==> src/core/sbc_defines.svh <==
// Constants of the strap boot configuration block: strap codes, field
// positions and widths of the general control word.
// Assumes inclusion by bare name from the package and both ends.
`ifndef SBC_DEFINES_SVH
`define SBC_DEFINES_SVH

`define SBC_REFCLK_W        3
`define SBC_STARTUP_W       4
`define SBC_CTRL_W          6
// Reference clock strap codes
`define SBC_REF_125         3'h0
`define SBC_REF_156         3'h1
`define SBC_REF_250         3'h2
`define SBC_REF_25          3'h4
// Startup strap codes
`define SBC_SU_CPU_LE       4'h0
`define SBC_SU_PCIE         4'h9
`define SBC_SU_MGMT_0       4'hA
`define SBC_SU_MGMT_31      4'hB
`define SBC_SU_CPU_BE       4'hC
`define SBC_SU_HOLD         4'hF
// Management slave addresses
`define SBC_MGMT_ADDR_LO    5'h00
`define SBC_MGMT_ADDR_HI    5'h1F
// General control field positions
`define SBC_F_SI_OWNER      0
`define SBC_F_BOOT_MAP      1
`define SBC_F_CPU_HOLD      2
`define SBC_F_BIG_ENDIAN    3
`define SBC_F_MGMT_EN       4
`define SBC_F_PCIE_EN       5
// Reset value before any strap is caught: processor held, boot map on
`define SBC_CTRL_RST        6'h06
// Control reset values chosen by the caught startup strap
`define SBC_CTRL_LE         6'h03
`define SBC_CTRL_BE         6'h0B
`define SBC_CTRL_PCIE       6'h26
`define SBC_CTRL_MGMT       6'h16
// Host register offsets (byte addresses)
`define SBC_ADDR_CTRL       4'h0
`define SBC_ADDR_STATUS     4'h4
`define SBC_ADDR_STRAP      4'h8
`define SBC_ADDR_PORTSEL    4'hC

`endif

==> src/core/sbc_pkg.sv <==
// Types of the strap boot configuration block.
// Assumes sbc_defines.svh on the include path.
`include "sbc_defines.svh"

package sbc_pkg;
  typedef enum logic [2:0] {
    SBC_FREQ_125,
    SBC_FREQ_156_25,
    SBC_FREQ_250,
    SBC_FREQ_25,
    SBC_FREQ_BAD
  } sbc_freq_t;

  typedef enum logic [1:0] {
    SBC_MAP_BOOT,
    SBC_MAP_NORMAL
  } sbc_map_t;
endpackage

==> src/core/sbc_if.sv <==
// Link between the strap/config device end and the controlling host end.
// Assumes one clock shared by both ends; the bench resolves pin wires.
`timescale 1ns/1ps

interface sbc_if (
  input wire logic clk_in
);
  logic [3:0] startup_pin_in;     // Startup strap pin level seen by device
  logic [3:0] startup_pin_out;    // Device drive of startup pins
  logic [3:0] startup_pin_oe;     // High while device drives a pin
  logic [2:0] refclk_pin;         // Reference clock strap pin level
  logic       ctrl_we;            // Control write strobe from host
  logic [5:0] ctrl_wdata;         // Control write data
  logic       ctrl_re;            // Control read strobe from host
  logic [5:0] ctrl_rdata;         // Control read data
  logic       ctrl_rvalid;        // Read data valid pulse
  logic [3:0] strap_cap;          // Captured startup strap

  modport device (
    input  startup_pin_in, refclk_pin, ctrl_we, ctrl_wdata, ctrl_re,
    output startup_pin_out, startup_pin_oe, ctrl_rdata, ctrl_rvalid,
           strap_cap
  );
  modport host (
    output ctrl_we, ctrl_wdata, ctrl_re,
    input  ctrl_rdata, ctrl_rvalid, strap_cap
  );
endinterface

==> src/core/sbc_device.sv <==
// Device end: catches straps at reset release, derives the general
// control word, runs serial owner / boot map / debug port selection.
// Assumes straps are static around reset release and that the board
// never presents a reserved strap code.
//
// Behaviour
// RULE1 - Capture all straps at reset release
// RULE2 - Decode reference clock frequency select
// RULE3 - 0000: processor little endian, flash boot
// RULE4 - 1100: processor big endian, flash boot
// RULE5 - 1001: PCIe endpoint, hold, serial slave
// RULE6 - 1010/1011: management slave address 0/31
// RULE7 - 1111: hold processor, serial slave on
// RULE8 - Board never straps reserved codes
// RULE9 - Drive upper startup pins when ready (code drives them only for straps 1001/1010/1011)
// RULE10 - Startup strap sets control reset value
// RULE11 - Host flash boot: owner, map, release
// RULE12 - Serial owner disables serial slave
// RULE13 - Host memory boot: clear map, hold
// RULE14 - Boot byte order follows endian field
// RULE15 - Clearing owner frees serial slave
// RULE16 - Management enable claims overlaid pins
// RULE17 - Debug select low: processor debug
// RULE18 - Flash boot reserves serial interface
// RULE19 - Boot mapping after reset
// RULE20 - Map change takes effect on read
// RULE21 - Captured straps stable until reset
`timescale 1ns/1ps
`include "sbc_defines.svh"

module sbc_device (
  input  wire logic              clk_in,
  input  wire logic              rst_b_in,
  sbc_if.device                  link,
  input  wire logic              port_ready_in,
  input  wire logic              debug_port_select_n_in,
  output sbc_pkg::sbc_freq_t     ref_freq_out,
  output logic                   cpu_run_out,
  output logic                   cpu_big_endian_out,
  output sbc_pkg::sbc_map_t      bus_map_out,
  output logic                   serial_slave_en_out,
  output logic                   serial_boot_out,
  output logic                   mgmt_slave_en_out,
  output logic [4:0]             mgmt_addr_out,
  output logic                   pcie_en_out,
  output logic                   debug_to_cpu_out
);
  import sbc_pkg::*;

  logic [3:0] su_meta;
  logic [3:0] su_sync;
  logic [2:0] rc_meta;
  logic [2:0] rc_sync;
  logic       dbg_meta;
  logic       dbg_sync;
  logic       rst_seen;     // Low during reset, first cycle after marks release
  logic       captured;
  logic [3:0] startup_strap;
  logic [2:0] refclk_freq_strap;
  logic [5:0] ctrl;
  logic [5:0] next_ctrl;
  logic       map_boot;
  logic       pend_map;
  logic       drive_up;

  // Pins come from the board: two flops before any use
  always_ff @(posedge clk_in) begin
    su_meta  <= link.startup_pin_in;
    su_sync  <= su_meta;
    rc_meta  <= link.refclk_pin;
    rc_sync  <= rc_meta;
    dbg_meta <= debug_port_select_n_in;
    dbg_sync <= dbg_meta;
  end

  // Release marker, captured flag
  always_ff @(posedge clk_in) begin
    if (!rst_b_in) begin
      rst_seen <= 1'b0;
      captured <= 1'b0;
    end else begin
      rst_seen <= 1'b1;
      captured <= rst_seen;
    end
  end

  // RULE1 strap capture once
  // Sampled on the second cycle after release so synchronised values
  // reflect the pins as held through reset
  // RULE21 hold until reset
  always_ff @(posedge clk_in) begin
    if (!rst_b_in) begin
      startup_strap     <= 4'h0;
      refclk_freq_strap <= 3'h0;
    end else if (rst_seen && !captured) begin
      startup_strap     <= su_sync;
      refclk_freq_strap <= rc_sync;
    end
  end

  // RULE2 frequency decode
  always_ff @(posedge clk_in) begin
    if (!rst_b_in) begin
      ref_freq_out <= SBC_FREQ_125;
    end else begin
      unique case (refclk_freq_strap)
        `SBC_REF_125: ref_freq_out <= SBC_FREQ_125;
        `SBC_REF_156: ref_freq_out <= SBC_FREQ_156_25;
        `SBC_REF_250: ref_freq_out <= SBC_FREQ_250;
        `SBC_REF_25:  ref_freq_out <= SBC_FREQ_25;
        default:      ref_freq_out <= SBC_FREQ_BAD;
      endcase
    end
  end

  // RULE10 control reset value from strap, host writes after
  always_comb begin
    next_ctrl = ctrl;
    if (rst_seen && !captured) begin
      next_ctrl = `SBC_CTRL_RST;
      unique case (su_sync)
        // RULE3 little endian flash boot
        `SBC_SU_CPU_LE: next_ctrl = `SBC_CTRL_LE;
        // RULE4 big endian flash boot
        `SBC_SU_CPU_BE: next_ctrl = `SBC_CTRL_BE;
        // RULE5 endpoint, processor held
        `SBC_SU_PCIE:   next_ctrl = `SBC_CTRL_PCIE;
        // RULE6 management slave on
        `SBC_SU_MGMT_0,
        `SBC_SU_MGMT_31: next_ctrl = `SBC_CTRL_MGMT;
        // RULE7 hold only
        `SBC_SU_HOLD:   next_ctrl = `SBC_CTRL_RST;
        default:        next_ctrl = `SBC_CTRL_RST;
      endcase
    end else if (link.ctrl_we && captured) begin
      // RULE11 host sets owner, map, release
      // RULE13 host clears map and hold
      // RULE16 management enable write
      next_ctrl = link.ctrl_wdata;
    end
  end

  always_ff @(posedge clk_in) begin
    if (!rst_b_in) begin
      ctrl <= `SBC_CTRL_RST;
    end else begin
      ctrl <= next_ctrl;
    end
  end

  // RULE19 boot mapping after reset
  // RULE20 written map applies at next read
  always_ff @(posedge clk_in) begin
    if (!rst_b_in) begin
      map_boot <= 1'b1;
      pend_map <= 1'b0;
    end else begin
      if (link.ctrl_we) begin
        pend_map <= 1'b1;
      end else if (link.ctrl_re && pend_map) begin
        pend_map <= 1'b0;
        map_boot <= ctrl[`SBC_F_BOOT_MAP];
      end
    end
  end

  // Host read port answers one cycle after the strobe
  always_ff @(posedge clk_in) begin
    if (!rst_b_in) begin
      link.ctrl_rdata  <= 6'h00;
      link.ctrl_rvalid <= 1'b0;
      link.strap_cap   <= 4'h0;
    end else begin
      link.ctrl_rdata  <= ctrl;
      link.ctrl_rvalid <= link.ctrl_re;
      link.strap_cap   <= startup_strap;
    end
  end

  // RULE9 drive upper startup pins when port ready and the caught strap is 1001, 1010 or 1011
  always_ff @(posedge clk_in) begin
    if (!rst_b_in) begin
      drive_up <= 1'b0;
    end else begin
      drive_up <= captured && port_ready_in &&
                  (startup_strap == `SBC_SU_PCIE ||
                   startup_strap == `SBC_SU_MGMT_0 ||
                   startup_strap == `SBC_SU_MGMT_31);
    end
  end

  always_ff @(posedge clk_in) begin
    if (!rst_b_in) begin
      link.startup_pin_out <= 4'h0;
      link.startup_pin_oe  <= 4'h0;
    end else begin
      link.startup_pin_out <= {drive_up, drive_up, 2'b00};
      link.startup_pin_oe  <= {drive_up, drive_up, 2'b00};
    end
  end

  // Control word outputs, all registered
  always_ff @(posedge clk_in) begin
    if (!rst_b_in) begin
      cpu_run_out         <= 1'b0;
      cpu_big_endian_out  <= 1'b0;
      bus_map_out         <= SBC_MAP_BOOT;
      serial_slave_en_out <= 1'b0;
      serial_boot_out     <= 1'b0;
      mgmt_slave_en_out   <= 1'b0;
      mgmt_addr_out       <= `SBC_MGMT_ADDR_LO;
      pcie_en_out         <= 1'b0;
      debug_to_cpu_out    <= 1'b0;
    end else begin
      cpu_run_out        <= captured && !ctrl[`SBC_F_CPU_HOLD];
      // RULE14 byte order from control
      cpu_big_endian_out <= ctrl[`SBC_F_BIG_ENDIAN];
      bus_map_out        <= map_boot ? SBC_MAP_BOOT : SBC_MAP_NORMAL;
      // RULE12 owner blocks serial slave
      // RULE15 clearing owner frees slave
      serial_slave_en_out <= captured && !ctrl[`SBC_F_SI_OWNER];
      // RULE18 serial reserved for boot
      serial_boot_out    <= captured && ctrl[`SBC_F_SI_OWNER];
      // RULE16 management slave takes pins
      mgmt_slave_en_out  <= ctrl[`SBC_F_MGMT_EN];
      mgmt_addr_out      <= (startup_strap == `SBC_SU_MGMT_31) ?
                            `SBC_MGMT_ADDR_HI : `SBC_MGMT_ADDR_LO;
      pcie_en_out        <= ctrl[`SBC_F_PCIE_EN];
      // RULE17 low selects processor debug
      debug_to_cpu_out   <= !dbg_sync;
    end
  end
endmodule

==> src/flat_wrapper.sv <==
// flat-port wrapper written by rule: the top's interface ports become plain ports
module sbc_device_flat import sbc_pkg::*;
  (clk_in, rst_b_in, port_ready_in, debug_port_select_n_in, ref_freq_out, cpu_run_out, cpu_big_endian_out, bus_map_out, serial_slave_en_out, serial_boot_out, mgmt_slave_en_out, mgmt_addr_out, pcie_en_out, debug_to_cpu_out, link_startup_pin_in, link_refclk_pin, link_ctrl_we, link_ctrl_wdata, link_ctrl_re, link_startup_pin_out, link_startup_pin_oe, link_ctrl_rdata, link_ctrl_rvalid, link_strap_cap);
  sbc_if link_i (.clk_in(clk_in));
  input  wire logic clk_in;
  input  wire logic rst_b_in;
  input  wire logic port_ready_in;
  input  wire logic debug_port_select_n_in;
  output sbc_pkg::sbc_freq_t ref_freq_out;
  output logic cpu_run_out;
  output logic cpu_big_endian_out;
  output sbc_pkg::sbc_map_t bus_map_out;
  output logic serial_slave_en_out;
  output logic serial_boot_out;
  output logic mgmt_slave_en_out;
  output logic [4:0] mgmt_addr_out;
  output logic pcie_en_out;
  output logic debug_to_cpu_out;
  input wire logic [$bits(link_i.startup_pin_in)-1:0] link_startup_pin_in;
  input wire logic [$bits(link_i.refclk_pin)-1:0] link_refclk_pin;
  input wire logic [$bits(link_i.ctrl_we)-1:0] link_ctrl_we;
  input wire logic [$bits(link_i.ctrl_wdata)-1:0] link_ctrl_wdata;
  input wire logic [$bits(link_i.ctrl_re)-1:0] link_ctrl_re;
  output wire logic [$bits(link_i.startup_pin_out)-1:0] link_startup_pin_out;
  output wire logic [$bits(link_i.startup_pin_oe)-1:0] link_startup_pin_oe;
  output wire logic [$bits(link_i.ctrl_rdata)-1:0] link_ctrl_rdata;
  output wire logic [$bits(link_i.ctrl_rvalid)-1:0] link_ctrl_rvalid;
  output wire logic [$bits(link_i.strap_cap)-1:0] link_strap_cap;
  assign link_i.startup_pin_in = link_startup_pin_in;
  assign link_i.refclk_pin = link_refclk_pin;
  assign link_i.ctrl_we = link_ctrl_we;
  assign link_i.ctrl_wdata = link_ctrl_wdata;
  assign link_i.ctrl_re = link_ctrl_re;
  assign link_startup_pin_out = link_i.startup_pin_out;
  assign link_startup_pin_oe = link_i.startup_pin_oe;
  assign link_ctrl_rdata = link_i.ctrl_rdata;
  assign link_ctrl_rvalid = link_i.ctrl_rvalid;
  assign link_strap_cap = link_i.strap_cap;
  sbc_device u_core (.clk_in(clk_in), .rst_b_in(rst_b_in), .link(link_i), .port_ready_in(port_ready_in), .debug_port_select_n_in(debug_port_select_n_in), .ref_freq_out(ref_freq_out), .cpu_run_out(cpu_run_out), .cpu_big_endian_out(cpu_big_endian_out), .bus_map_out(bus_map_out), .serial_slave_en_out(serial_slave_en_out), .serial_boot_out(serial_boot_out), .mgmt_slave_en_out(mgmt_slave_en_out), .mgmt_addr_out(mgmt_addr_out), .pcie_en_out(pcie_en_out), .debug_to_cpu_out(debug_to_cpu_out));
endmodule
==> config.mk <==
export PLATFORM = sky130hd
export DESIGN_NAME = sbc_device_flat
export DESIGN_NICKNAME = d
export VERILOG_FILES = /design/src/core/sbc_pkg.sv /design/src/core/sbc_if.sv /design/src/core/sbc_device.sv /design/src/flat_wrapper.sv
export VERILOG_INCLUDE_DIRS = /design/src /design/src/core
export SDC_FILE = /design/constraint.sdc
export NUM_CORES = 1
export LEC_CHECK = 0
export ABC_AREA = 1
export BUFFER_PORTS_ARGS = -buffer_cell sky130_fd_sc_hd__buf_2
export CAP_MARGIN = 20
export CORE_AREA = 2 2 87 64
export CTS_BUF_LIST = sky130_fd_sc_hd__clkbuf_4 sky130_fd_sc_hd__clkbuf_8 sky130_fd_sc_hd__clkbuf_16
export CTS_CLUSTER_DIAMETER = 80
export DETAILED_ROUTE_END_ITERATION = 7
export DIE_AREA = 0 0 89 66
export GPL_TIMING_DRIVEN = 0
export PLACE_DENSITY_LB_ADDON = 0.1
export REMOVE_ABC_BUFFERS = 1
export SYNTH_ARGS = -nofsm -noshare
export SYNTH_HDL_FRONTEND = slang
export SYNTH_SLANG_ARGS = --single-unit
==> constraint.sdc <==
create_clock -name clk_in -period 1 [get_ports clk_in]
set_input_delay 0.05 -clock clk_in [delete_from_list [all_inputs] [get_ports clk_in]]
set_output_delay 0.05 -clock clk_in [all_outputs]
set_load 0.005 [all_outputs]
Word-level counts from Yosys, hierarchy flattened
Index checks and enable logic that the tools add are counted.
- bitwise operators: 1
- reductions and logical operators: 20
- muxes and demuxes: 9
- equality and inequality tests: 10
- operators with widths (kind ; count):
    $eq A4 B4 Y1 const B ; 7
    $pmux W6 S4 ; 1
    $mux W6 ; 2
    $pmux W3 S4 ; 1
    $logic_and A1 B1 Y1 ; 8
    $mux W5 ; 1
    $logic_not A1 Y1 ; 4
    $logic_not A4 Y1 ; 1
    $mux W1 ; 4
    $reduce_bool A2 Y1 ; 2
    $eq A3 B1 Y1 const B ; 1
    $eq A3 B2 Y1 const B ; 1
    $eq A3 B3 Y1 const B ; 1
    $logic_not A3 Y1 ; 1
    $logic_or A1 B1 Y1 ; 2
    $reduce_and A2 Y1 ; 1
    $reduce_or A2 Y1 ; 1
    $not A1 Y1 ; 1
- output and inout port bits: 36
- flip-flop bits (word level): 65
- bits of input ports: 19
- word-level logic and storage cells: 69

Logic depth before layout (Yosys ltp)
- depth after elaboration: 4
- gate-level depth with buffers: 6
- mapped depth without buffers: 6

Worst setup path before layout
No wires, ideal clock.
- path type: register -> register
- start point: register u_core.captured
- end point: register u_core.ctrl[1]
- slack: 119 ps
- period minus slack after synthesis: 881 ps
- arrival: 759 ps
- data required time: 878 ps
- stages on the path, launching flop included: 5
- path through: dfxtp_1 > nand2_1 > inv_1 > a21oi_1 > nand3_1
- word-level cells in the longest chain between the ends: 3
- elaborated cells between the ends (all ways): 5
- classes of those cells: 1 x mux; 4 x reduce/logical
- RTL lines (item ; RTL line ; text):
    from (decl) ; sbc_device.sv:57 ; logic captured;
    from (signal assigned) ; sbc_device.sv:83 ; captured <= rst_seen;
    $logic_not A1 Y1 ; sbc_device.sv:119 ; if (rst_seen && !captured) begin
    $logic_and A1 B1 Y1 ; sbc_device.sv:119 ;
    $mux W6 / $reduce_bool A2 Y1 (equally long branches) ; -- ;
    to (signal assigned) ; sbc_device.sv:145 ; ctrl <= `SBC_CTRL_RST;
    to (signal assigned) ; sbc_device.sv:147 ; ctrl <= next_ctrl;
    to (decl) ; sbc_device.sv:60 ; logic [5:0] ctrl;
Several ways; a longest one is shown, not always the timed one.
A chain may end at the register's enable or synchronous reset.

Worst setup path in the final report
- start point: register u_core.captured
- end point: register u_core.ctrl[2]
Same word-level chain as after synthesis.

==> impl_metrics.csv <==
group,metric,value,unit
global_route,antenna_found_initial,0,
synthesis,synth_adder_area_share,0,
power_and_ir_drop,vdd_drop_max,0.0007933,V
clock_tree,clock_latency,0.30,ns
clock_tree,cts_sinks,55,
worst_setup_path,worstSetupPathType,"reg -> reg",
synthesis,synth_compound_area_frac,0.07488,
floorplan,rows,22,
routing,drt_pass1_iterations,4,
worst_setup_path,reg2reg_to,"u_core.ctrl[2]$_SDFFE_PN1P_",
synthesis,synth_most_common_cell,"dfxtp_1",
global_route,grt_pass1_wl,5002,µm
worst_setup_path,crit_arrival,1.17,ns
synthesis,ys_ff_latch,55,
worst_setup_path,start_kind,"flip-flop",
synthesis,synthArstFlopShare,0,
routing,drcViolationCount,0,
synthesis,synth_area,0.001788,mm²
synthesis,synth_area_leader_cell,"dfxtp_1",
synthesis,synth_xor_area_frac,0.004899,
global_route,first_global_vias,1136,
clock_tree,htreeDepth,2,
run,cap_violations,0,
layout,antenna_cells,0,
floorplan,fp.coreArea,0.005065,mm²
synthesis,ys_seq_area_frac,0.6158,
layout,fin_nets,275,
sta,worstMarginPinSlew,0.5360,ns
synthesis,syn_inst,201,
floorplan,die_height,66,µm
worst_setup_path,reg2reg_from,"u_core.captured$_SDFF_PN0_",
worst_setup_path,critPathRequiredTime,1.20,ns
floorplan,fp.dieW,89,µm
synthesis,synth_area_leaders,"dfxtp_1 62%, nand2_1 8.4%, inv_1 6.7%",
clock_tree,cts_tree,"yes",
routing,ant_nets,0,
sta,final_hold_viol_count,0,
sta,slew_viol_final,0,
hold_path,min_path_type,"in -> reg",
synthesis,synth-main-ff-cell,"dfxtp_1",
sta,setup_viol,0,
synthesis,synth_cell_type_count,18,
hold_path,hold_end,"u_core.ctrl[0]$_SDFFE_PN0P_",
power_and_ir_drop,power_density,1775,mW/mm²
worst_setup_path,r2r_setup_slack,0.03,ns
clock_tree,cts_buffers,5,
worst_setup_path,rr_worst_depth,7,
sta,fin_skew,0.005315,ns
global_route,grt_util_all_layers,0.1140,
synthesis,synth_top_family_by_area,"simple AND/OR/NAND/NOR gates",
place,hpwl,1946,µm
synthesis,yosys.area_share.simple,0.1554,
sta,period_share,0.9696,
layout,area_growth,27.15,%
synthesis,yosysWarningCount,0,
synthesis,synth.area.mux_share,0,
clock_tree,clockBufferDepth,2,
routing,drt-total-wl,2950,µm
worst_setup_path,end_kind,"flip-flop",
outcome,status,"finished, final reports clean",
floorplan,start_util,0.3530,
place,dpl.cell_count,307,
hold_path,min_path_cells,3,
sta,setup_tns,0,ns
floorplan,io_pins,55,
layout,stdcell_count,329,
power_and_ir_drop,leakagePower,1.210,nW
layout,drive_above_1_share,0.2763,
synthesis,synth_edf_count,0,
sta,finalCriticalPeriod,0.9696,ns
routing,drt-vias-per-instance,3.945,
routing,vias,1298,
global_route,grt_max_degree,32,
worst_setup_path,crit_fanout,10,
sta,fmax,1.031,GHz
sta,rsz0062_at_grt,"true",
synthesis,synth.top_cell.area_share,0.6158,
place,gp_congestion,0.6986,
power_and_ir_drop,power,4.036,mW
global_route,grt.overflow.total,0,
routing,wl_per_cell,8.967,µm
synthesis,syn_area_per_cell,8.895,µm²
worst_setup_path,startpoint,"u_core.captured$_SDFF_PN0_",
synthesis,synth_commonest_cells,"55 x dfxtp_1, 40 x nand2_1, 32 x inv_1",
floorplan,die_area,0.005874,mm²
hold_path,hp-start,"link_ctrl_wdata[0]",
place,portBuffers,49,
sta,maxSlewHeadroom,0.6427,
routing,drtIter0Drc,54,
clock_tree,path_clk_slew,0.09,ns
clock_tree,clockRootBuffer,"clkbuf_8",
-- metrics by stage --
step	hold slack, ns	instance area [µm²]	worst slack [ns]	util
after global routing	0.03352	2273	-0.05070	0.4489
after floorplan	0.07772	1664	0.08656	-
final	0.03412	2273	0.03035	0.4489
after detailed placement	0.1536	1999	-0.07077	0.3948
after CTS	0.02747	2255	0.02049	0.4452
after global placement	0.1522	1999	-0.06804	0.3948
-- what timing repair did --
action	CTS	global route
hold endpoints to repair	11	0
setup buffers	3	0
resized for setup	4	6
hold buffers	11	0
endpoints found under the setup margin	7	10
pin swaps	2	1
-- critical path, cell delays in order, from the launching register on --
cell and delay (ns):
dfxtp_2 0.34, inv_2 0.06, nand2_4 0.07, buf_12 0.15
nor2_4 0.07, nand2_2 0.07, nand2_1 0.07, nand2_1 0.04
-- metal layers --
metal	wire length, µm	vias to the layer above	share of wire	GRT usage
li1	-	700	-	-
met1	1522	548	0.52	0.1525
met2	1165	45	0.39	0.1642
met3	218	5	0.074	0.03745
met4	44	0	0.015	0.05597
met5	0	-	0	0
-- how the worst max path moves through the flow --
stage,end,slack [ns]
after detailed placement,u_core.ctrl[1]$_SDFFE_PN1P_,-0.07
after global placement,u_core.ctrl[1]$_SDFFE_PN1P_,-0.07
final,u_core.ctrl[2]$_SDFFE_PN1P_,0.03
after floorplan,u_core.startup_strap[0]$_SDFFE_PN0P_,0.09
after global routing,u_core.ctrl[1]$_SDFFE_PN1P_,-0.05
after CTS,u_core.ctrl[2]$_SDFFE_PN1P_,0.02
-- cell type report --
type / count / area, µm²
multi-input cells: 98 / 455.4
flip-flops and latches: 55 / 1104
repair buffers: 63 / 394.1
fillers: 528 / 2791
clock buffers: 8 / 103.9
inverters: 33 / 126.4
well taps: 72 / 90.09
-- cells by family (layout without fill, tap and decap cells) --
group / after synthesis / after routing
other cells: 1 / 5
compound gates: 26 / 26
simple gates: 66 / 66
xor+xnor: 1 / 1
flops: 55 / 55
buf+inv: 52 / 104
-- placed cells by master, fill, tap and decap left out --
master	instances
nand3_1	8
nand2_4	1
nor2_1	12
conb_1	5
nand4_1	1
nand2_1	38
clkbuf_4	1
buf_2	49
dfxtp_1	53
nor2_4	2
inv_2	1
dfxtp_2	2
o21ai_2	1
inv_1	31
buf_6	1
nand2_2	2
a21oi_2	1
xnor2_1	1
a21oi_1	11
buf_4	1
o21ai_0	13
inv_4	1
dlygate4sd3_1	11
buf_12	1
nor3_1	2
clkbuf_8	7
-- sequential cells by signal, indices dropped and copies added, names as in the netlist, 4 cells and up --
signal,flops
u_core.link.ctrl_rdata,6
u_core.link.strap_cap,4
u_core.ctrl,6
u_core.su_sync,4
u_core.su_meta,4
u_core.startup_strap,4
-- power breakdown --
| part | switching [mW] | total, mW | internal (mW) |
|---|---|---|---|
| Combinational | 0.179 | 0.347 | 0.168 |
| Clock | 0.663 | 1.32 | 0.660 |
| Sequential | 0.0530 | 2.37 | 2.31 |
| Total | 0.895 | 4.04 | 3.14 |
No activity file was read; power rests on OpenSTA's default activity.
